<file path="config.mk">
export PLATFORM = sky130hd
export DESIGN_NAME = ppm_top
export DESIGN_NICKNAME = d
export VERILOG_FILES = /design/src/inc/ppm_pkg.sv /design/src/rtl/ppm_edge_det.sv /design/src/rtl/ppm_top.sv
export VERILOG_INCLUDE_DIRS = /design/src /design/src/inc
export SDC_FILE = /design/constraint.sdc
export NUM_CORES = 1
export LEC_CHECK = 0
export BUFFER_PORTS_ARGS = -buffer_cell sky130_fd_sc_hd__buf_2
export CORE_MARGIN = 2
export CORE_UTILIZATION = 26
export DETAILED_ROUTE_END_ITERATION = 7
export PLACE_DENSITY = 0.49
export SYNTH_ARGS = -nofsm -noshare
export SYNTH_HDL_FRONTEND = slang
export SYNTH_SLANG_ARGS = --single-unit
</file>
<file path="constraint.sdc">
create_clock -name clk_i -period 2.3 [get_ports clk_i]
set_clock_uncertainty 0.05 [all_clocks]
set_input_delay 0.46 -clock clk_i [delete_from_list [all_inputs] [get_ports clk_i]]
set_output_delay 0.46 -clock clk_i [all_outputs]
set_load 0.005 [all_outputs]
</file>
<file path="src/inc/ppm_defines.svh">
// Register offsets, field positions, reset values and pin layout macros.
`ifndef PPM_DEFINES_SVH
`define PPM_DEFINES_SVH

// ----------------------------------------------------------------------------
// Register byte offsets
// ----------------------------------------------------------------------------
`define PPM_OUT0_OFS    8'h00
`define PPM_OUT1_OFS    8'h04
`define PPM_OUT2_OFS    8'h08
`define PPM_OUT4_OFS    8'h0C
`define PPM_DIR0_OFS    8'h10
`define PPM_DIR1_OFS    8'h14
`define PPM_DIR2_OFS    8'h18
`define PPM_DIR4_OFS    8'h1C
`define PPM_PULLUP_OFS  8'h20
`define PPM_DRVA_OFS    8'h24
`define PPM_DRVB_OFS    8'h28
`define PPM_FUNC_OFS    8'h2C
`define PPM_PINS_OFS    8'h30
`define PPM_ISTAT_OFS   8'h34
`define PPM_ICLR_OFS    8'h38
`define PPM_IEN_OFS     8'h3C

// ----------------------------------------------------------------------------
// Pin vector layout
// ----------------------------------------------------------------------------
`define PPM_NPINS       31
`define PPM_P0_LSB      0
`define PPM_P1_LSB      8
`define PPM_P2_LSB      16
`define PPM_P4_LSB      23
`define PPM_SCK_BIT     16
`define PPM_SO_BIT      17
`define PPM_SI_BIT      18
`define PPM_P25_BIT     21
`define PPM_P26_BIT     22

// ----------------------------------------------------------------------------
// Field positions
// ----------------------------------------------------------------------------
`define PPM_DRVA_P0_BIT 0
`define PPM_DRVA_P1_BIT 1
`define PPM_DRVB_P25    5
`define PPM_DRVB_P26    6
`define PPM_FN_SER_BIT  0
`define PPM_FN_TO_BIT   1
`define PPM_FN_TI_BIT   2
`define PPM_FN_KR_BIT   3
`define PPM_FN_EDGE_LSB 4
`define PPM_IRQ_EXT_BIT 0
`define PPM_IRQ_KR_BIT  1

// ----------------------------------------------------------------------------
// Reset values
// ----------------------------------------------------------------------------
`define PPM_DIR_RST     8'hFF
`define PPM_ZERO_RST    32'h0000_0000

`endif

</file>
<file path="src/inc/ppm_pkg.sv">
// Types shared by the port pin and alternate function multiplexer.
package ppm_pkg;

  // --------------------------------------------------------------------------
  // Bus request carrier
  // --------------------------------------------------------------------------
  typedef struct packed {
    logic        cyc;
    logic        stb;
    logic        we;
    logic [7:0]  adr;
    logic [3:0]  sel;
    logic [31:0] dat;
  } ppm_wb_req_t;

  // --------------------------------------------------------------------------
  // Enumerations
  // --------------------------------------------------------------------------
  typedef enum logic [1:0] {
    PPM_EDGE_NONE = 2'h0,
    PPM_EDGE_RISE = 2'h1,
    PPM_EDGE_FALL = 2'h2,
    PPM_EDGE_BOTH = 2'h3
  } ppm_edge_t;

  typedef enum logic [1:0] {
    PPM_BUS_IDLE = 2'h1,
    PPM_BUS_ACK  = 2'h2
  } ppm_bus_st_t;

endpackage

</file>
<file path="src/rtl/ppm_edge_det.sv">
// Registered edge detector for a group of synchronous input levels.
`timescale 1ns/10ps

module ppm_edge_det #(
  parameter int W = 1
) (
  // Clock and reset
  input  wire logic         clk_i,
  input  wire logic         rst_i,
  // Control
  input  wire logic         en_i,
  input  wire logic         rise_en_i,
  input  wire logic         fall_en_i,
  // Levels and events
  input  wire logic [W-1:0] lvl_i,
  output logic      [W-1:0] evt_o
);

  logic [W-1:0] prev_q;

  always_ff @(posedge clk_i)
  begin
    if (rst_i)
      prev_q <= '0;
    else
      prev_q <= lvl_i;
  end

  // Event is suppressed while disabled so a stale edge is not reported.
  always_ff @(posedge clk_i)
  begin
    if (rst_i)
      evt_o <= '0;
    else
      evt_o <= {W{en_i}} & (({W{rise_en_i}} & lvl_i & ~prev_q) |
                            ({W{fall_en_i}} & ~lvl_i & prev_q));
  end

endmodule // ppm_edge_det

</file>
<file path="src/rtl/ppm_top.sv">
// Port pins, drive modes and alternate function multiplexing for four ports.
`timescale 1ns/10ps
`include "ppm_defines.svh"

// ----------------------------------------------------------------------------
// Summary of operation
// [RL1] Port0, port1 and port4 are 8-bit ports with per-pin direction.
// [RL2] Port2 has seven pins with per-pin direction and no eighth pin.
// [RL3] An input pin gets its pull-up only when its pull-up option bit is set.
// [RL4] Port0 and port1 each choose push-pull or open-drain for all pins.
// [RL5] Port2 pins 5 and 6 each choose push-pull or open-drain on their own.
// [RL6] After reset every pin is an input, alternate outputs included.
// [RL7] Port2 pins 0, 1 and 2 carry serial clock, serial out and serial in.
// [RL8] Port2 pin 6 carries the interrupt input, timer clock and timer output.
// [RL9] The external interrupt fires on a rising, falling or either edge.
// [RL10] Each port4 pin can serve as a key-return detection input.
// [RL11] Each port has a direction register with one bit per pin.
// [RL12] Software sets direction and latch to suit the serial function used.
// [RL13] A pin set as output never has its pull-up connected.
// ----------------------------------------------------------------------------

module ppm_top (
  // Clock and reset
  input  wire logic               clk_i,
  input  wire logic               rst_i,
  // Wishbone slave
  input  wire ppm_pkg::ppm_wb_req_t wb_req_i,
  output logic [31:0]             wb_dat_o,
  output logic                    wb_ack_o,
  // Port0 pins
  input  wire logic [7:0]         port0_pins_i,
  output logic [7:0]              port0_pins_o,
  output logic [7:0]              port0_pins_oe_o,
  output logic [7:0]              port0_pullup_o,
  // Port1 pins
  input  wire logic [7:0]         port1_pins_i,
  output logic [7:0]              port1_pins_o,
  output logic [7:0]              port1_pins_oe_o,
  output logic [7:0]              port1_pullup_o,
  // Port2 pins
  input  wire logic [6:0]         port2_pins_i,
  output logic [6:0]              port2_pins_o,
  output logic [6:0]              port2_pins_oe_o,
  output logic [6:0]              port2_pullup_o,
  // Port4 pins
  input  wire logic [7:0]         port4_pins_i,
  output logic [7:0]              port4_pins_o,
  output logic [7:0]              port4_pins_oe_o,
  output logic [7:0]              port4_pullup_o,
  // Serial interface side
  input  wire logic               serial_clock_drv_i,
  input  wire logic               serial_clock_oe_i,
  input  wire logic               serial_out_drv_i,
  output logic                    serial_clock_pin_o,
  output logic                    serial_in_pin_o,
  // Timer side
  input  wire logic               timer_output_pin_i,
  output logic                    timer_count_clock_in_o,
  // Interrupt and key-return side
  output logic                    ext_irq_input_o,
  output logic [7:0]              key_return_inputs_o,
  output logic                    irq_o
);

  localparam int N = `PPM_NPINS;

  // --------------------------------------------------------------------------
  // Registers
  // --------------------------------------------------------------------------
  logic [N-1:0]        out_q;
  logic [N-1:0]        dir_q;
  logic [N-1:0]        pullup_option_reg_q;
  logic [1:0]          output_drive_mode_reg_a_q;
  logic [6:0]          output_drive_mode_reg_b_q;
  logic [5:0]          func_q;
  logic [1:0]          istat_q;
  logic [1:0]          istat_d;
  logic [1:0]          ien_q;
  ppm_pkg::ppm_bus_st_t bus_q;
  ppm_pkg::ppm_edge_t  edge_sel;

  logic [N-1:0]        pins_in;
  logic [N-1:0]        alt_en;
  logic [N-1:0]        alt_val;
  logic [N-1:0]        oe_gate;
  logic [N-1:0]        od_sel;
  logic [N-1:0]        pin_o_d;
  logic [N-1:0]        pin_oe_d;
  logic [N-1:0]        pu_d;
  logic [N-1:0]        pin_o_q;
  logic [N-1:0]        pin_oe_q;
  logic [N-1:0]        pu_q;

  logic                req;
  logic                wr;
  logic [31:0]         wmask;
  logic [31:0]         rdata;
  logic                ext_evt;
  logic [7:0]          kr_evt;
  logic [1:0]          irq_clr;

  assign pins_in = {port4_pins_i, port2_pins_i, port1_pins_i, port0_pins_i};
  assign edge_sel = ppm_pkg::ppm_edge_t'(func_q[`PPM_FN_EDGE_LSB +: 2]);

  // --------------------------------------------------------------------------
  // Bus decode
  // --------------------------------------------------------------------------
  assign req = wb_req_i.cyc & wb_req_i.stb & (bus_q == ppm_pkg::PPM_BUS_IDLE);
  assign wr  = req & wb_req_i.we;

  always_comb
  begin
    for (int b = 0; b < 4; b++)
      wmask[8*b +: 8] = {8{wb_req_i.sel[b]}};
  end

  always_ff @(posedge clk_i)
  begin
    if (rst_i)
      bus_q <= ppm_pkg::PPM_BUS_IDLE;
    else
    begin
      case (bus_q)
        ppm_pkg::PPM_BUS_IDLE:
          if (req)
            bus_q <= ppm_pkg::PPM_BUS_ACK;
        ppm_pkg::PPM_BUS_ACK:
          bus_q <= ppm_pkg::PPM_BUS_IDLE;
        default:
          bus_q <= ppm_pkg::PPM_BUS_IDLE;
      endcase
    end
  end

  assign wb_ack_o = bus_q[1];

  // --------------------------------------------------------------------------
  // Output latches
  // --------------------------------------------------------------------------
  always_ff @(posedge clk_i)
  begin
    if (rst_i)
      out_q <= '0;
    else if (wr)
    begin
      case (wb_req_i.adr)
        `PPM_OUT0_OFS: out_q[`PPM_P0_LSB +: 8] <=
          (out_q[`PPM_P0_LSB +: 8] & ~wmask[7:0]) | (wb_req_i.dat[7:0] & wmask[7:0]);
        `PPM_OUT1_OFS: out_q[`PPM_P1_LSB +: 8] <=
          (out_q[`PPM_P1_LSB +: 8] & ~wmask[7:0]) | (wb_req_i.dat[7:0] & wmask[7:0]);
        `PPM_OUT2_OFS: out_q[`PPM_P2_LSB +: 7] <=
          (out_q[`PPM_P2_LSB +: 7] & ~wmask[6:0]) | (wb_req_i.dat[6:0] & wmask[6:0]); // RL2
        `PPM_OUT4_OFS: out_q[`PPM_P4_LSB +: 8] <=
          (out_q[`PPM_P4_LSB +: 8] & ~wmask[7:0]) | (wb_req_i.dat[7:0] & wmask[7:0]);
        default: out_q <= out_q;
      endcase
    end
  end

  // --------------------------------------------------------------------------
  // Direction registers, one bit per pin, set means input
  // --------------------------------------------------------------------------
  always_ff @(posedge clk_i)
  begin
    if (rst_i)
      dir_q <= {`PPM_DIR_RST, 7'h7F, `PPM_DIR_RST, `PPM_DIR_RST}; // RL6
    else if (wr)
    begin
      case (wb_req_i.adr)
        `PPM_DIR0_OFS: dir_q[`PPM_P0_LSB +: 8] <=
          (dir_q[`PPM_P0_LSB +: 8] & ~wmask[7:0]) | (wb_req_i.dat[7:0] & wmask[7:0]); // RL11
        `PPM_DIR1_OFS: dir_q[`PPM_P1_LSB +: 8] <=
          (dir_q[`PPM_P1_LSB +: 8] & ~wmask[7:0]) | (wb_req_i.dat[7:0] & wmask[7:0]); // RL1
        `PPM_DIR2_OFS: dir_q[`PPM_P2_LSB +: 7] <=
          (dir_q[`PPM_P2_LSB +: 7] & ~wmask[6:0]) | (wb_req_i.dat[6:0] & wmask[6:0]); // RL2
        `PPM_DIR4_OFS: dir_q[`PPM_P4_LSB +: 8] <=
          (dir_q[`PPM_P4_LSB +: 8] & ~wmask[7:0]) | (wb_req_i.dat[7:0] & wmask[7:0]); // RL1
        default: dir_q <= dir_q;
      endcase
    end
  end

  // --------------------------------------------------------------------------
  // Pull-up option, drive mode and function registers
  // --------------------------------------------------------------------------
  always_ff @(posedge clk_i)
  begin
    if (rst_i)
      pullup_option_reg_q <= '0;
    else if (wr && wb_req_i.adr == `PPM_PULLUP_OFS)
      pullup_option_reg_q <= (pullup_option_reg_q & ~wmask[N-1:0]) |
                             (wb_req_i.dat[N-1:0] & wmask[N-1:0]);
  end

  always_ff @(posedge clk_i)
  begin
    if (rst_i)
      output_drive_mode_reg_a_q <= '0;
    else if (wr && wb_req_i.adr == `PPM_DRVA_OFS && wb_req_i.sel[0])
      output_drive_mode_reg_a_q <= wb_req_i.dat[1:0]; // RL4
  end

  always_ff @(posedge clk_i)
  begin
    if (rst_i)
      output_drive_mode_reg_b_q <= '0;
    else if (wr && wb_req_i.adr == `PPM_DRVB_OFS && wb_req_i.sel[0])
    begin
      output_drive_mode_reg_b_q[`PPM_DRVB_P25] <= wb_req_i.dat[`PPM_DRVB_P25]; // RL5
      output_drive_mode_reg_b_q[`PPM_DRVB_P26] <= wb_req_i.dat[`PPM_DRVB_P26]; // RL5
    end
  end

  always_ff @(posedge clk_i)
  begin
    if (rst_i)
      func_q <= '0;
    else if (wr && wb_req_i.adr == `PPM_FUNC_OFS && wb_req_i.sel[0])
      func_q <= wb_req_i.dat[5:0];
  end

  // --------------------------------------------------------------------------
  // Interrupt status, clear and enable
  // --------------------------------------------------------------------------
  assign irq_clr = (wr && wb_req_i.adr == `PPM_ICLR_OFS && wb_req_i.sel[0]) ?
                   wb_req_i.dat[1:0] : 2'h0;

  // A new event in the clearing cycle keeps its bit set.
  always_comb
  begin
    istat_d = istat_q & ~irq_clr;
    istat_d[`PPM_IRQ_EXT_BIT] = istat_d[`PPM_IRQ_EXT_BIT] | ext_evt;
    istat_d[`PPM_IRQ_KR_BIT]  = istat_d[`PPM_IRQ_KR_BIT] | (|kr_evt);
  end

  always_ff @(posedge clk_i)
  begin
    if (rst_i)
      istat_q <= '0;
    else
      istat_q <= istat_d;
  end

  always_ff @(posedge clk_i)
  begin
    if (rst_i)
      ien_q <= '0;
    else if (wr && wb_req_i.adr == `PPM_IEN_OFS && wb_req_i.sel[0])
      ien_q <= wb_req_i.dat[1:0];
  end

  always_ff @(posedge clk_i)
  begin
    if (rst_i)
      irq_o <= 1'b0;
    else
      irq_o <= |(istat_q & ien_q);
  end

  // --------------------------------------------------------------------------
  // Read data
  // --------------------------------------------------------------------------
  always_comb
  begin
    rdata = `PPM_ZERO_RST;
    case (wb_req_i.adr)
      `PPM_OUT0_OFS:   rdata[7:0]   = out_q[`PPM_P0_LSB +: 8];
      `PPM_OUT1_OFS:   rdata[7:0]   = out_q[`PPM_P1_LSB +: 8];
      `PPM_OUT2_OFS:   rdata[6:0]   = out_q[`PPM_P2_LSB +: 7];
      `PPM_OUT4_OFS:   rdata[7:0]   = out_q[`PPM_P4_LSB +: 8];
      `PPM_DIR0_OFS:   rdata[7:0]   = dir_q[`PPM_P0_LSB +: 8];
      `PPM_DIR1_OFS:   rdata[7:0]   = dir_q[`PPM_P1_LSB +: 8];
      `PPM_DIR2_OFS:   rdata[6:0]   = dir_q[`PPM_P2_LSB +: 7];
      `PPM_DIR4_OFS:   rdata[7:0]   = dir_q[`PPM_P4_LSB +: 8];
      `PPM_PULLUP_OFS: rdata[N-1:0] = pullup_option_reg_q;
      `PPM_DRVA_OFS:   rdata[1:0]   = output_drive_mode_reg_a_q;
      `PPM_DRVB_OFS:   rdata[6:0]   = output_drive_mode_reg_b_q;
      `PPM_FUNC_OFS:   rdata[5:0]   = func_q;
      `PPM_PINS_OFS:   rdata[N-1:0] = pins_in;
      `PPM_ISTAT_OFS:  rdata[1:0]   = istat_q;
      `PPM_IEN_OFS:    rdata[1:0]   = ien_q;
      default:         rdata        = `PPM_ZERO_RST;
    endcase
  end

  always_ff @(posedge clk_i)
  begin
    if (rst_i)
      wb_dat_o <= `PPM_ZERO_RST;
    else if (req)
      wb_dat_o <= wb_req_i.we ? `PPM_ZERO_RST : rdata;
  end

  // --------------------------------------------------------------------------
  // Alternate function selection
  // --------------------------------------------------------------------------
  always_comb
  begin
    alt_en  = '0;
    alt_val = '0;
    oe_gate = '1;
    if (func_q[`PPM_FN_SER_BIT])
    begin
      alt_en[`PPM_SCK_BIT]  = 1'b1; // RL7
      alt_val[`PPM_SCK_BIT] = serial_clock_drv_i; // RL7
      oe_gate[`PPM_SCK_BIT] = serial_clock_oe_i; // RL7
      alt_en[`PPM_SO_BIT]   = 1'b1; // RL7
      alt_val[`PPM_SO_BIT]  = serial_out_drv_i; // RL7
    end
    if (func_q[`PPM_FN_TO_BIT])
    begin
      alt_en[`PPM_P26_BIT]  = 1'b1; // RL8
      alt_val[`PPM_P26_BIT] = timer_output_pin_i; // RL8
    end
  end

  always_comb
  begin
    od_sel = '0;
    od_sel[`PPM_P0_LSB +: 8] = {8{output_drive_mode_reg_a_q[`PPM_DRVA_P0_BIT]}}; // RL4
    od_sel[`PPM_P1_LSB +: 8] = {8{output_drive_mode_reg_a_q[`PPM_DRVA_P1_BIT]}}; // RL4
    od_sel[`PPM_P25_BIT] = output_drive_mode_reg_b_q[`PPM_DRVB_P25]; // RL5
    od_sel[`PPM_P26_BIT] = output_drive_mode_reg_b_q[`PPM_DRVB_P26]; // RL5
  end

  // --------------------------------------------------------------------------
  // Per-pin drive; open drain only ever drives low
  // --------------------------------------------------------------------------
  for (genvar i = 0; i < N; i++)
  begin : g_pin
    logic val;
    assign val         = alt_en[i] ? alt_val[i] : out_q[i];
    assign pin_o_d[i]  = val & ~od_sel[i]; // RL4
    assign pin_oe_d[i] = ~dir_q[i] & oe_gate[i] & (~od_sel[i] | ~val); // RL6
    assign pu_d[i]     = dir_q[i] & pullup_option_reg_q[i]; // RL3 RL13
  end

  always_ff @(posedge clk_i)
  begin
    if (rst_i)
    begin
      pin_o_q  <= '0;
      pin_oe_q <= '0;
      pu_q     <= '0;
    end
    else
    begin
      pin_o_q  <= pin_o_d;
      pin_oe_q <= pin_oe_d;
      pu_q     <= pu_d;
    end
  end

  assign port0_pins_o    = pin_o_q[`PPM_P0_LSB +: 8];
  assign port1_pins_o    = pin_o_q[`PPM_P1_LSB +: 8];
  assign port2_pins_o    = pin_o_q[`PPM_P2_LSB +: 7];
  assign port4_pins_o    = pin_o_q[`PPM_P4_LSB +: 8];
  assign port0_pins_oe_o = pin_oe_q[`PPM_P0_LSB +: 8];
  assign port1_pins_oe_o = pin_oe_q[`PPM_P1_LSB +: 8];
  assign port2_pins_oe_o = pin_oe_q[`PPM_P2_LSB +: 7];
  assign port4_pins_oe_o = pin_oe_q[`PPM_P4_LSB +: 8];
  assign port0_pullup_o  = pu_q[`PPM_P0_LSB +: 8];
  assign port1_pullup_o  = pu_q[`PPM_P1_LSB +: 8];
  assign port2_pullup_o  = pu_q[`PPM_P2_LSB +: 7];
  assign port4_pullup_o  = pu_q[`PPM_P4_LSB +: 8];

  // --------------------------------------------------------------------------
  // Inputs routed to peripherals
  // --------------------------------------------------------------------------
  always_ff @(posedge clk_i)
  begin
    if (rst_i)
    begin
      serial_clock_pin_o     <= 1'b0;
      serial_in_pin_o        <= 1'b0;
      timer_count_clock_in_o <= 1'b0;
    end
    else
    begin
      serial_clock_pin_o     <= func_q[`PPM_FN_SER_BIT] & pins_in[`PPM_SCK_BIT]; // RL7
      serial_in_pin_o        <= func_q[`PPM_FN_SER_BIT] & pins_in[`PPM_SI_BIT]; // RL7
      timer_count_clock_in_o <= func_q[`PPM_FN_TI_BIT] & pins_in[`PPM_P26_BIT]; // RL8
    end
  end

  // --------------------------------------------------------------------------
  // External interrupt and key-return edge detection
  // --------------------------------------------------------------------------
  ppm_edge_det #(
    .W (1)
  ) u_ext_edge (
    .clk_i     (clk_i),
    .rst_i     (rst_i),
    .en_i      (dir_q[`PPM_P26_BIT]), // RL8
    .rise_en_i (edge_sel[0]), // RL9
    .fall_en_i (edge_sel[1]), // RL9
    .lvl_i     (pins_in[`PPM_P26_BIT]),
    .evt_o     (ext_evt)
  );

  // Key-return lines are active low, so the falling edge is the event.
  ppm_edge_det #(
    .W (8)
  ) u_kr_edge (
    .clk_i     (clk_i),
    .rst_i     (rst_i),
    .en_i      (func_q[`PPM_FN_KR_BIT]), // RL10
    .rise_en_i (1'b0),
    .fall_en_i (1'b1),
    .lvl_i     (pins_in[`PPM_P4_LSB +: 8] | ~dir_q[`PPM_P4_LSB +: 8]), // RL10
    .evt_o     (kr_evt)
  );

  always_ff @(posedge clk_i)
  begin
    if (rst_i)
    begin
      ext_irq_input_o     <= 1'b0;
      key_return_inputs_o <= 8'h00;
    end
    else
    begin
      ext_irq_input_o     <= ext_evt; // RL9
      key_return_inputs_o <= kr_evt; // RL10
    end
  end

endmodule // ppm_top

</file>
# After elaboration in Yosys (flattened, before gate mapping)
# Index checks and enable logic that the tools add are counted.
# totals
in_bits	84
word_cells	271
regBits	265
# op_classes
n_eq_ne	16
bitwise	188
reduce_logical	23
mux	15
# op_table
operator	n
$and A1 B1 Y1	79
$and A8 B8 Y8	9
$eq A8 B6 Y1 const B	8
$and A31 B31 Y31	2
$not A1 Y1	56
$or A8 B8 Y8	7
$pmux W4 S12	1
$pmux W23 S2	1
$eq A8 B5 Y1 const B	4
$mux W31	1
$not A31 Y31	1
$or A31 B31 Y31	1
$pmux W2 S14	1
$not A8 Y8	3
$and A7 B7 Y7	3
$or A1 B1 Y1	21
$eq A8 B4 Y1 const B	2
$reduce_and A2 Y1	8
$or A7 B7 Y7	2
$logic_and A1 B1 Y1	11
$pmux W1 S11	1
$eq A8 B3 Y1 const B	1
$logic_not A8 Y1	1
$pmux W1 S8	1
other kinds (8)	17

# Longest topological paths before layout
# Gate-level depths: netlist of run 1.
# depth
ltp_word	9
depth_mapped	8
depth_no_buf	5

# Hierarchy
# A second synthesis of run 1 with hierarchy kept.
# unflattened
cells_unflattened	999
hier_area_um2	10022.1
# by_module_without_submodules
module	instances	area_per_inst_um2	cells_each
ppm_top	1	9337.7	940
ppm_edge_det (u_kr_edge)	1	608.1	52
ppm_edge_det (u_ext_edge)	1	76.3	7

# Worst setup path before layout of run 1
# No wires, ideal clock.
# synth_path
path_type	input to register
start	input port wb_req_i[42] (netlist name)
end	register (tool-made name)
slack_ps	33
n_path_buf	2
stages	7
arrival_time_ps	2085
required_time_ps	2118
setup_time_ps	132
path_cell_list	buf_2 > or4b_2 > clkbuf_2 > nor4_4 > nand2_1 > nand2_1 > a21oi_1
# synth_rtl
element	line	text
from (decl)	ppm_top.sv:27	input wire ppm_pkg::ppm_wb_req_t wb_req_i,

# Worst setup path after layout of run 1
# layout_path
start	register bus_q[1]
end	register wb_dat_o[0]
# layout_between
elab_chain_cells	2
# layout_rtl
element	line	text
from (decl)	ppm_top.sv:79	ppm_pkg::ppm_bus_st_t bus_q;
from (signal assigned)	ppm_top.sv:120	bus_q <= ppm_pkg::PPM_BUS_IDLE;
from (signal assigned)	ppm_top.sv:126	bus_q <= ppm_pkg::PPM_BUS_ACK;
from (signal assigned)	ppm_top.sv:128	bus_q <= ppm_pkg::PPM_BUS_IDLE;
$eq A2 B1 Y1	ppm_top.sv:108	assign req = wb_req_i.cyc & wb_req_i.stb & (bus_q == ppm_pkg::PPM_BUS_IDLE);
$and A1 B1 Y1	ppm_top.sv:108	
to (signal assigned)	ppm_top.sv:289	wb_dat_o <= `PPM_ZERO_RST;
to (signal assigned)	ppm_top.sv:291	wb_dat_o <= wb_req_i.we ? `PPM_ZERO_RST : rdata;
to (decl)	ppm_top.sv:28	output logic [31:0] wb_dat_o,
# Every way passes these cells.
# A chain may end at the register's enable or synchronous reset.

==> summary.md, run 1 <==
| Metric | Value |
|---|---|
| Height of the chip | 199 microns |
| Placeable Area | 37,500 sq um |
| Number of global-route vias before repair | 8,320 |
| Yosys top cell area share | 53.7% |
| Largest net degree at the start of global routing | 70 |
| Resized Gates After CTS | 0 |
| EDFF count, synth | 0 |
| Critical Setup Path Class | register to register |
| H-tree depth | 1 |
| Pwr Density | 775 nW/um^2 |
| Final core occ | 34.6% |
| Ys Warns | 0 |
| Crit-path max FO | 4 |
| CP max-delay cell | nor4_1 |
| Element type at the critical path start | register |
| Clk Latency, worst-skew pair | 0.57 ns |
| Crit-path leading delay family | simple AND/OR/NAND/NOR gates |
| Total clock sinks | 264 |
| CP Depth | 7 |
| Buffers & Inverters on Critical Path | 2 |
| Most common cell after layout, fill and taps aside | dfxtp_1 |
| Minimum clock period | 2.04 ns |
| Antenna Cells | 0 |
| Comb pwr share | 4.7% |
| I/O pin count | 223 |
| Reg clk slew, reported paths | 0.06 ns |
| Worst Setup End Kind | register |
| Status | finished clean |
| Via/cell ratio | 4.64 |
| Internal | 7.78 mW |
| Most frequent cells in the layout | 264 x dfxtp_1, 219 x buf_2, 142 x nand2_1, 110 x nor2_1, 66 x nor2b_1 |
| Synthesis-to-layout area growth | 31.7% |
| Critical-path cell list | nand4b_1, nor4_1, buf_4, buf_4, nand2_1, a31oi_1, a21o_1 |
| CTS Hold Bufs | 0 |
| Total GRT Usage | 17.5% |
| Max Slew Vio Count | 0 |
| Residual DRC count | 0 |
| Routed Antenna Nets | 0 |
| Port bufs | 220 |
| Clk network pwr share | 49.6% |
| Drt first pass iters | 5 |
| P_sw | 2.26 mW |
| Top cells by area, synth | dfxtp_1 54%, nand2_1 5.4%, nor2_1 4.2%, nor2b_1 4.2%, mux2i_1 3.9% |
| Fin nets | 1,368 |
| Row count | 71 |
| Maxcap violations | 0 |
| Endpoints failing setup | 0 |
| Synth Cell Area | 9850 sq um |
| Starting Density | 26.3% |
| R2R depth | 7 |
| CTS Buffer Depth | 3 |
| Data required, critical path | 2.76 ns |
| CTS root buf | clkbuf_16 |
| Seq/Total Area, Yosys | 53.7% |
| Worst Hold Depth | 3 |
| Routed WL | 34.9 mm |
| CTS tree | done |
| Synth Instances | 1,032 |
| Avg Cell Area, Syn | 9.54 sq um |
| Yosys top cell by area | dfxtp_1 |
| Avg WL per Cell | 19.2 microns |
| Final RePlAce weighted congestion | 0.884 |
| Vias | 8,433 |
| First DRT Iteration DRCs | 375 |
| Worst-margin pin slew | 0.550 ns |
| Cell mode on critical path | buf_4 |
| Post-synth ARST share | 0% |
| DP Wirelength | 25.7 mm |
| Synth Register Bits | 264 |
| Fin crit share | 88.5% |
| Leakage | 5.29 nW |
| Min-delay worst type | input pin to register |
| Net Count, Synth | 1,116 |
| First-pass GRT wire length | 52.0 mm |
| Total grt overflow | 0 |
| Fmax | 0.491 GHz |
| Post-CTS Setup Bufs | 0 |
| Share of power burned in registers | 45.7% |
| CP arrival | 2.49 ns |
| Die ar. | 39,400 sq um |
| Die width | 199 microns |
| Fin Setup TNS | 0 ns |
| PnR worst setup slack | 0.265 ns |
| Max incr delay on CP | 0.50 ns |
| Place WS | -0.0240 ns |
| Synth unique cells | 59 |
| Total CTS buffers | 30 |
| Top FF cell, synth | dfxtp_1 |
| Sw frac | 22.5% |
| Slew headroom | 63.3% |
| Max IR drop VDD | 0.520 mV |
| Fin. Hold Viols | 0 |
| Layout cells sized above 1 | 29.1% |
| RSZ-0062 raised after global routing | no |
| Initial antenna violation count | 0 |
## tightest hold or removal path: stages
cell	delay [ns]
buf_2	0.08
mux2i_1	0.05
nor2_1	0.07
## per-stage QoR
step           instance area, sq um  hold slack [ns]  cells  total power [mW]
3_5_place_dp                  11900            0.384   1763              5.16
4_1_cts                       13000           0.0629   1817              10.2
3_3_place_gp                  11900            0.384   1763              5.16
6_report                      13000           0.0859   1817              10.0
5_1_grt                       13000           0.0877   1817              10.4
2_1_floorplan                  9850            0.368   1032              4.92
## cells by family after synthesis
| group | share of synthesized area [%] |
|---|---|
| flops | 53.7 |
| simple gates | 22.3 |
| compound gates | 12.5 |
| buf+inv | 3.30 |
| mux | 8.21 |
| other cells | 0.0381 |
## final cells by class
type,instances,area (sq um)
Clock inverter,12,168
Inverter,4,15.0
Fill cell,3949,24500
Clock buffer,42,857
Sequential cell,264,5290
Multi-Input combinational cell,694,4240
Timing Repair Buffer,290,1760
Tap cell,511,639
## synth_stat cells, drive strengths merged (3+ instances only)
cell type / count
buf: 27
nand3: 37
nor2: 112
nor2b: 66
clkbuf: 43
and3b: 3
a22o: 3
a211oi: 20
nor4: 6
or3: 3
a21oi: 57
o21ai: 11
a32oi: 3
nand2: 142
a22oi: 27
a31oi: 6
inv: 4
and3: 13
nand3b: 8
and2: 22
nand4: 4
nor4b: 3
o22ai: 5
o211ai: 3
nand2b: 3
mux2i: 38
nor3: 11
mux4: 5
dfxtp: 264
mux2: 28
a211o: 32
## worst paths after layout
kind                     from          end  slack [ns]
min reg2reg          register     pu_q[18]        0.39
max                  bus_q[1]  wb_dat_o[0]        0.26
min          serial_out_drv_i  pin_o_q[17]        0.09
max reg2reg          bus_q[1]  wb_dat_o[0]        0.26
## per-layer routing
metal	GRT usage [%]	routed length (microns)
met5	0	0
met1	23.5	15700
met2	28.5	16200
met4	5.42	870
met3	3.12	2160
## power groups by stage
stage	combinational, mW	sequential [mW]	clock, mW
detailed placement	0.473	4.69	0
floorplan	0.236	4.69	0
finish	0.472	4.59	4.99
global route	0.506	4.58	5.29
global placement	0.474	4.69	0
CTS	0.475	4.59	5.12
Note: power is estimated with default switching activity, not from simulation.
==> run 2, diff against run 1 <==
--- a/config.mk
+++ b/config.mk
@@ -10,6 +10,7 @@
 export CORE_MARGIN = 2
 export CORE_UTILIZATION = 26
 export DETAILED_ROUTE_END_ITERATION = 7
+export GPL_TIMING_DRIVEN = 0
 export PLACE_DENSITY = 0.49
 export SYNTH_ARGS = -nofsm -noshare
 export SYNTH_HDL_FRONTEND = slang
==> summary.md, run 2 (same netlist as run 1, synthesis figures left out) <==
| Metric | Value |
|---|---|
| Reg area | 5290 sq um |
| Fin Setup TNS | 0 ns |
| CTS tree | done |
| Crit-path max FO | 10 |
| CTS root buf | clkbuf_16 |
| Residual DRC count | 0 |
| Placeable Area | 37,500 sq um |
| Worst hold slack | 0.0534 ns |
| Status | finished clean |
| Element type at the critical path start | input pin |
| H-tree depth | 1 |
| Total power | 10.0 mW |
| Number of global-route vias before repair | 8,393 |
| Layout cells sized above 1 | 25.9% |
| Fin nets | 1,364 |
| Synthesis-to-layout area growth | 28.6% |
| Min-delay worst type | input pin to register |
| I/O pin count | 223 |
| Minimum clock period | 2.29 ns |
| Final RePlAce weighted congestion | 0.915 |
| Pwr Density | 793 nW/um^2 |
| Worst Hold Depth | 2 |
| CP max-delay cell | buf_1 |
| Drt first pass iters | 7 |
| Antenna Cells | 0 |
| Total CTS buffers | 30 |
| Max IR drop VDD | 0.562 mV |
| Clk Latency, worst-skew pair | 0.58 ns |
| First DRT Iteration DRCs | 574 |
| Critical-path cell list | buf_2, buf_2, buf_1, buf_1, o21ai_0, a211oi_1, o21ai_0 |
| Fin crit share | 99.8% |
| Fmax | 0.436 GHz |
| Leakage | 5.10 nW |
| Area occupied by multi-input gates | 4290 sq um |
| Routed Antenna Nets | 0 |
| Largest net degree at the start of global routing | 16 |
| Port bufs | 210 |
| Total GRT Usage | 19.3% |
| Final core occ | 33.8% |
| Avg WL per Cell | 21.4 microns |
| Max Slew Vio Count | 0 |
| Total clock sinks | 264 |
| RSZ-0062 raised after global routing | yes |
| Data required, critical path | 2.71 ns |
| Reg clk slew, reported paths | 0.06 ns |
| Most common cell after layout, fill and taps aside | dfxtp_1 |
| Filler instances | 3,961 |
| Endpoints failing setup | 0 |
| DP Wirelength | 29.1 mm |
| Max incr delay on CP | 0.59 ns |
| Via/cell ratio | 4.74 |
| Slew headroom | 20.5% |
| Row count | 71 |
| R2R depth | 7 |
| Maxcap violations | 0 |
| Critical Setup Path Class | input pin to register |
| Die width | 199 microns |
| Routed WL | 38.8 mm |
| Initial antenna violation count | 0 |
| Total grt overflow | 0 |
| First-pass GRT wire length | 55.6 mm |
| Worst-margin pin slew | 1.18 ns |
| CTS Buffer Depth | 3 |
| Most frequent cells in the layout | 264 x dfxtp_1, 226 x buf_2, 141 x nand2_1, 110 x nor2_1, 66 x nor2b_1 |
| Worst Setup End Kind | register |
| Fin. Hold Viols | 0 |
| Height of the chip | 199 microns |
| Vias | 8,603 |
| Die ar. | 39,400 sq um |
| Starting Density | 26.3% |
| CP arrival | 2.70 ns |
==> run 2: power breakdown <==
group          switching [mW]  internal [mW]  total [mW]
logic                   0.345          0.146       0.491
registers             0.00314           4.58        4.59
clock network            2.01           2.95        4.96
==> run 2: what timing repair did <==
item                                    in CTS  in global routing
pin swaps                                    3                  0
resized for setup                           10                  2
hold buffers                                 0                  0
buffers inserted                             3                  3
endpoints found under the setup margin      69                 57
==> run 2: metal layers <==
| metal | vias up | track usage, % | part of all wire [%] |
|---|---|---|---|
| met2 | 310 | 30.4 | 45 |
| met3 | 55 | 3.90 | 7.2 |
| li1 | 4099 | - | - |
| met4 | 0 | 6.22 | 2.6 |
| met5 | - | 0 | 0 |
| met1 | 4139 | 26.4 | 45 |
==> run 2: worst paths after layout <==
| check | slack, ns | start | end |
|---|---|---|---|
| worst max-delay path | 0.005 | wb_req_i[40] | wb_dat_o[3] |
| worst min-delay path | 0.05 | wb_req_i[5] | register |
| worst max register to register | 0.15 | bus_q[1] | register |
| worst min register to register | 0.39 | register | pu_q[29] |
==> run 2: through the flow <==
stage | area (sq um) | setup WS, ns | std cells
floorplan | 9850 | 0.0328 | 1032
global placement | 11500 | -0.772 | 1753
detailed placement | 11500 | -0.773 | 1753
CTS | 12600 | -0.000654 | 1811
global route | 12700 | -0.0677 | 1814
finish | 12700 | 0.00535 | 1814
==> run 2: critical path: cells and delay by family <==
family	cells	cell delay, ns
AO/OA/AOI/OAI	3	0.72
buffers and inverters	4	1.51
==> run 2: layout make-up <==
type / count / share of cell area (%)
flip-flops and latches: 264 / 41.7
multi-input cells: 694 / 33.9
repair buffers: 216 / 8.66
clock buffers: 38 / 6.40
well taps: 511 / 5.05
plain buffers: 70 / 2.49
clock inverters: 17 / 1.68
inverters: 4 / 0.119
==> run 3, diff against run 2 <==
--- a/config.mk
+++ b/config.mk
@@ -7,6 +7,7 @@
 export NUM_CORES = 1
 export LEC_CHECK = 0
 export BUFFER_PORTS_ARGS = -buffer_cell sky130_fd_sc_hd__buf_2
+export CORE_ASPECT_RATIO = 0.6
 export CORE_MARGIN = 2
 export CORE_UTILIZATION = 26
 export DETAILED_ROUTE_END_ITERATION = 7
==> summary.md, run 3 (same netlist as run 1, synthesis figures left out) <==
| Metric | Value |
|---|---|
| Status | finished clean |
| Sw frac | 23.9% |
| Hold_sp | wb_req_i[5] |
| Die ar. | 39,500 sq um |
| I/O pin count | 223 |
| Residual DRC count | 0 |
| Pwr Density | 754 nW/um^2 |
| Vias | 8,673 |
| Fin Setup TNS | 0 ns |
| Share of power burned in registers | 48.7% |
| Layout cells sized above 1 | 25.3% |
| Reg clk slew, reported paths | 0.06 ns |
| CTS root buf | clkbuf_16 |
| Height of the chip | 155 microns |
| Internal reg-to-reg setup slack | 0.07 ns |
| Fin. Hold Viols | 0 |
| Routed WL | 40.1 mm |
| CTS Buffer Depth | 3 |
| Final RePlAce weighted congestion | 0.946 |
| Largest net degree at the start of global routing | 14 |
| Crit-path max FO | 10 |
| Clk Latency, worst-skew pair | 0.58 ns |
| Die width | 255 microns |
| Total grt overflow | 0 |
| DP Wirelength | 30.4 mm |
| Starting Density | 26.3% |
| Element type at the critical path start | input pin |
| H-tree depth | 1 |
| Worst hold slack | 0.0820 ns |
| Number of global-route vias before repair | 8,525 |
| Slew headroom | 29.4% |
| Internal | 7.16 mW |
| P_sw | 2.26 mW |
| Worst setup path start | wb_req_i[41] |
| Placeable Area | 37,500 sq um |
| Filler instances | 3,942 |
| Place WS | -0.768 ns |
| Most frequent cells in the layout | 264 x dfxtp_1, 226 x buf_2, 141 x nand2_1, 110 x nor2_1, 66 x nor2b_1 |
| Endpoints failing setup | 0 |
| Most common cell after layout, fill and taps aside | dfxtp_1 |
| Max Slew Vio Count | 0 |
| Total CTS buffers | 27 |
| Minimum clock period | 2.25 ns |
| PnR worst setup slack | 0.0519 ns |
| CTS tree | done |
| Via/cell ratio | 4.80 |
| Reg-to-Reg Start | bus_q[1] |
| Row count | 55 |
| Min-delay worst type | input pin to register |
| Port bufs | 210 |
| Initial antenna violation count | 3 |
| Fin crit share | 97.7% |
| Total GRT Usage | 19.9% |
| Fin nets | 1,358 |
| Leakage | 5.00 nW |
| Fmax | 0.445 GHz |
| CP max-delay cell | nor4b_2 |
| Comb pwr share | 5.2% |
| Worst Setup End Kind | register |
| CP arrival | 2.68 ns |
| Data required, critical path | 2.73 ns |
| Avg WL per Cell | 22.2 microns |
| Worst-margin pin slew | 1.06 ns |
| Critical Setup Path Class | input pin to register |
| CTS Hold Bufs | 0 |
| Critical-path cell list | buf_2, clkbuf_1, nor4b_2, nand2_1, o22ai_1, a211oi_1, o21ai_0 |
| First DRT Iteration DRCs | 729 |
| Max IR drop VDD | 0.489 mV |
| Clk network pwr share | 46.1% |
| Maxcap violations | 0 |
| Max incr delay on CP | 0.94 ns |
| First-pass GRT wire length | 57.4 mm |
| Routed Antenna Nets | 0 |
| Total clock sinks | 264 |
| Synthesis-to-layout area growth | 26.9% |
| Drt first pass iters | 5 |
## run 3: cell count changes in the layout (fill, tap and decap cells not counted), sizes merged
cell,delta
buf,-3
bufinv,-3
clkbuf,+4
clkinv,-8
clkinvlp,-2
diode,+1
## run 3: final timing paths
kind | endpoint | depth (start not counted)
setup / recovery | wb_dat_o[3] | 7
hold / removal | register | 2
setup reg to reg | register | 6
hold reg to reg | pu_q[10] | 2
## run 3: metal layers
layer,share of wire [%],GRT usage (%),vias up,routed length [microns]
li1,-,-,4060,-
met1,49,29.9,4247,19700
met2,40,27.7,314,16000
met3,9.1,6.04,48,3660
met4,1.8,3.73,4,715
met5,0.057,0,-,23
## run 3: final cells by class
type                       instances  area, sq um  share of cell area [%]
timing repair buffer             214         1080                    8.65
sequential                       264         5290                    42.3
clock inverter                     4         56.3                   0.451
inverter                           4         15.0                   0.120
tap                              513          642                    5.14
clock buffer                      42          782                    6.26
buffer                            69          313                    2.50
antenna                            1         2.50                  0.0200
multi-input combinational        694         4320                    34.5
## run 3: power by group through the flow
| stage | clock [mW] | combinational (mW) | sequential [mW] |
|---|---|---|---|
| after detailed placement | 0 | 0.469 | 4.69 |
| after global routing | 4.61 | 0.519 | 4.58 |
| final | 4.35 | 0.491 | 4.58 |
| after floorplan | 0 | 0.236 | 4.69 |
| after global placement | 0 | 0.471 | 4.69 |
| after CTS | 4.42 | 0.478 | 4.58 |
## run 3: what timing repair did
item                                    in CTS  in global routing
hold endpoints to repair                     0                  0
pin swaps                                    1                  0
buffers inserted                             4                  0
gates resized for setup                     10                  8
endpoints found under the setup margin      96                 35
## run 3: per-stage QoR
stage,cell area [sq um],total power [mW],util (%),std cells
finish,12500,9.42,33.3,1805
global route,12500,9.71,33.3,1805
CTS,12400,9.48,33.2,1804
detailed placement,11500,5.16,30.8,1755
global placement,11500,5.16,30.8,1755
floorplan,9850,4.92,-,1032
## run 3: worst max-delay path, delay by kind of cell
| family | cells | cell delay (ns) |
|---|---|---|
| buffers and inverters | 2 | 0.52 |
| AOI/OAI and AO/OA | 3 | 0.63 |
| and+or+nand+nor | 2 | 1.06 |
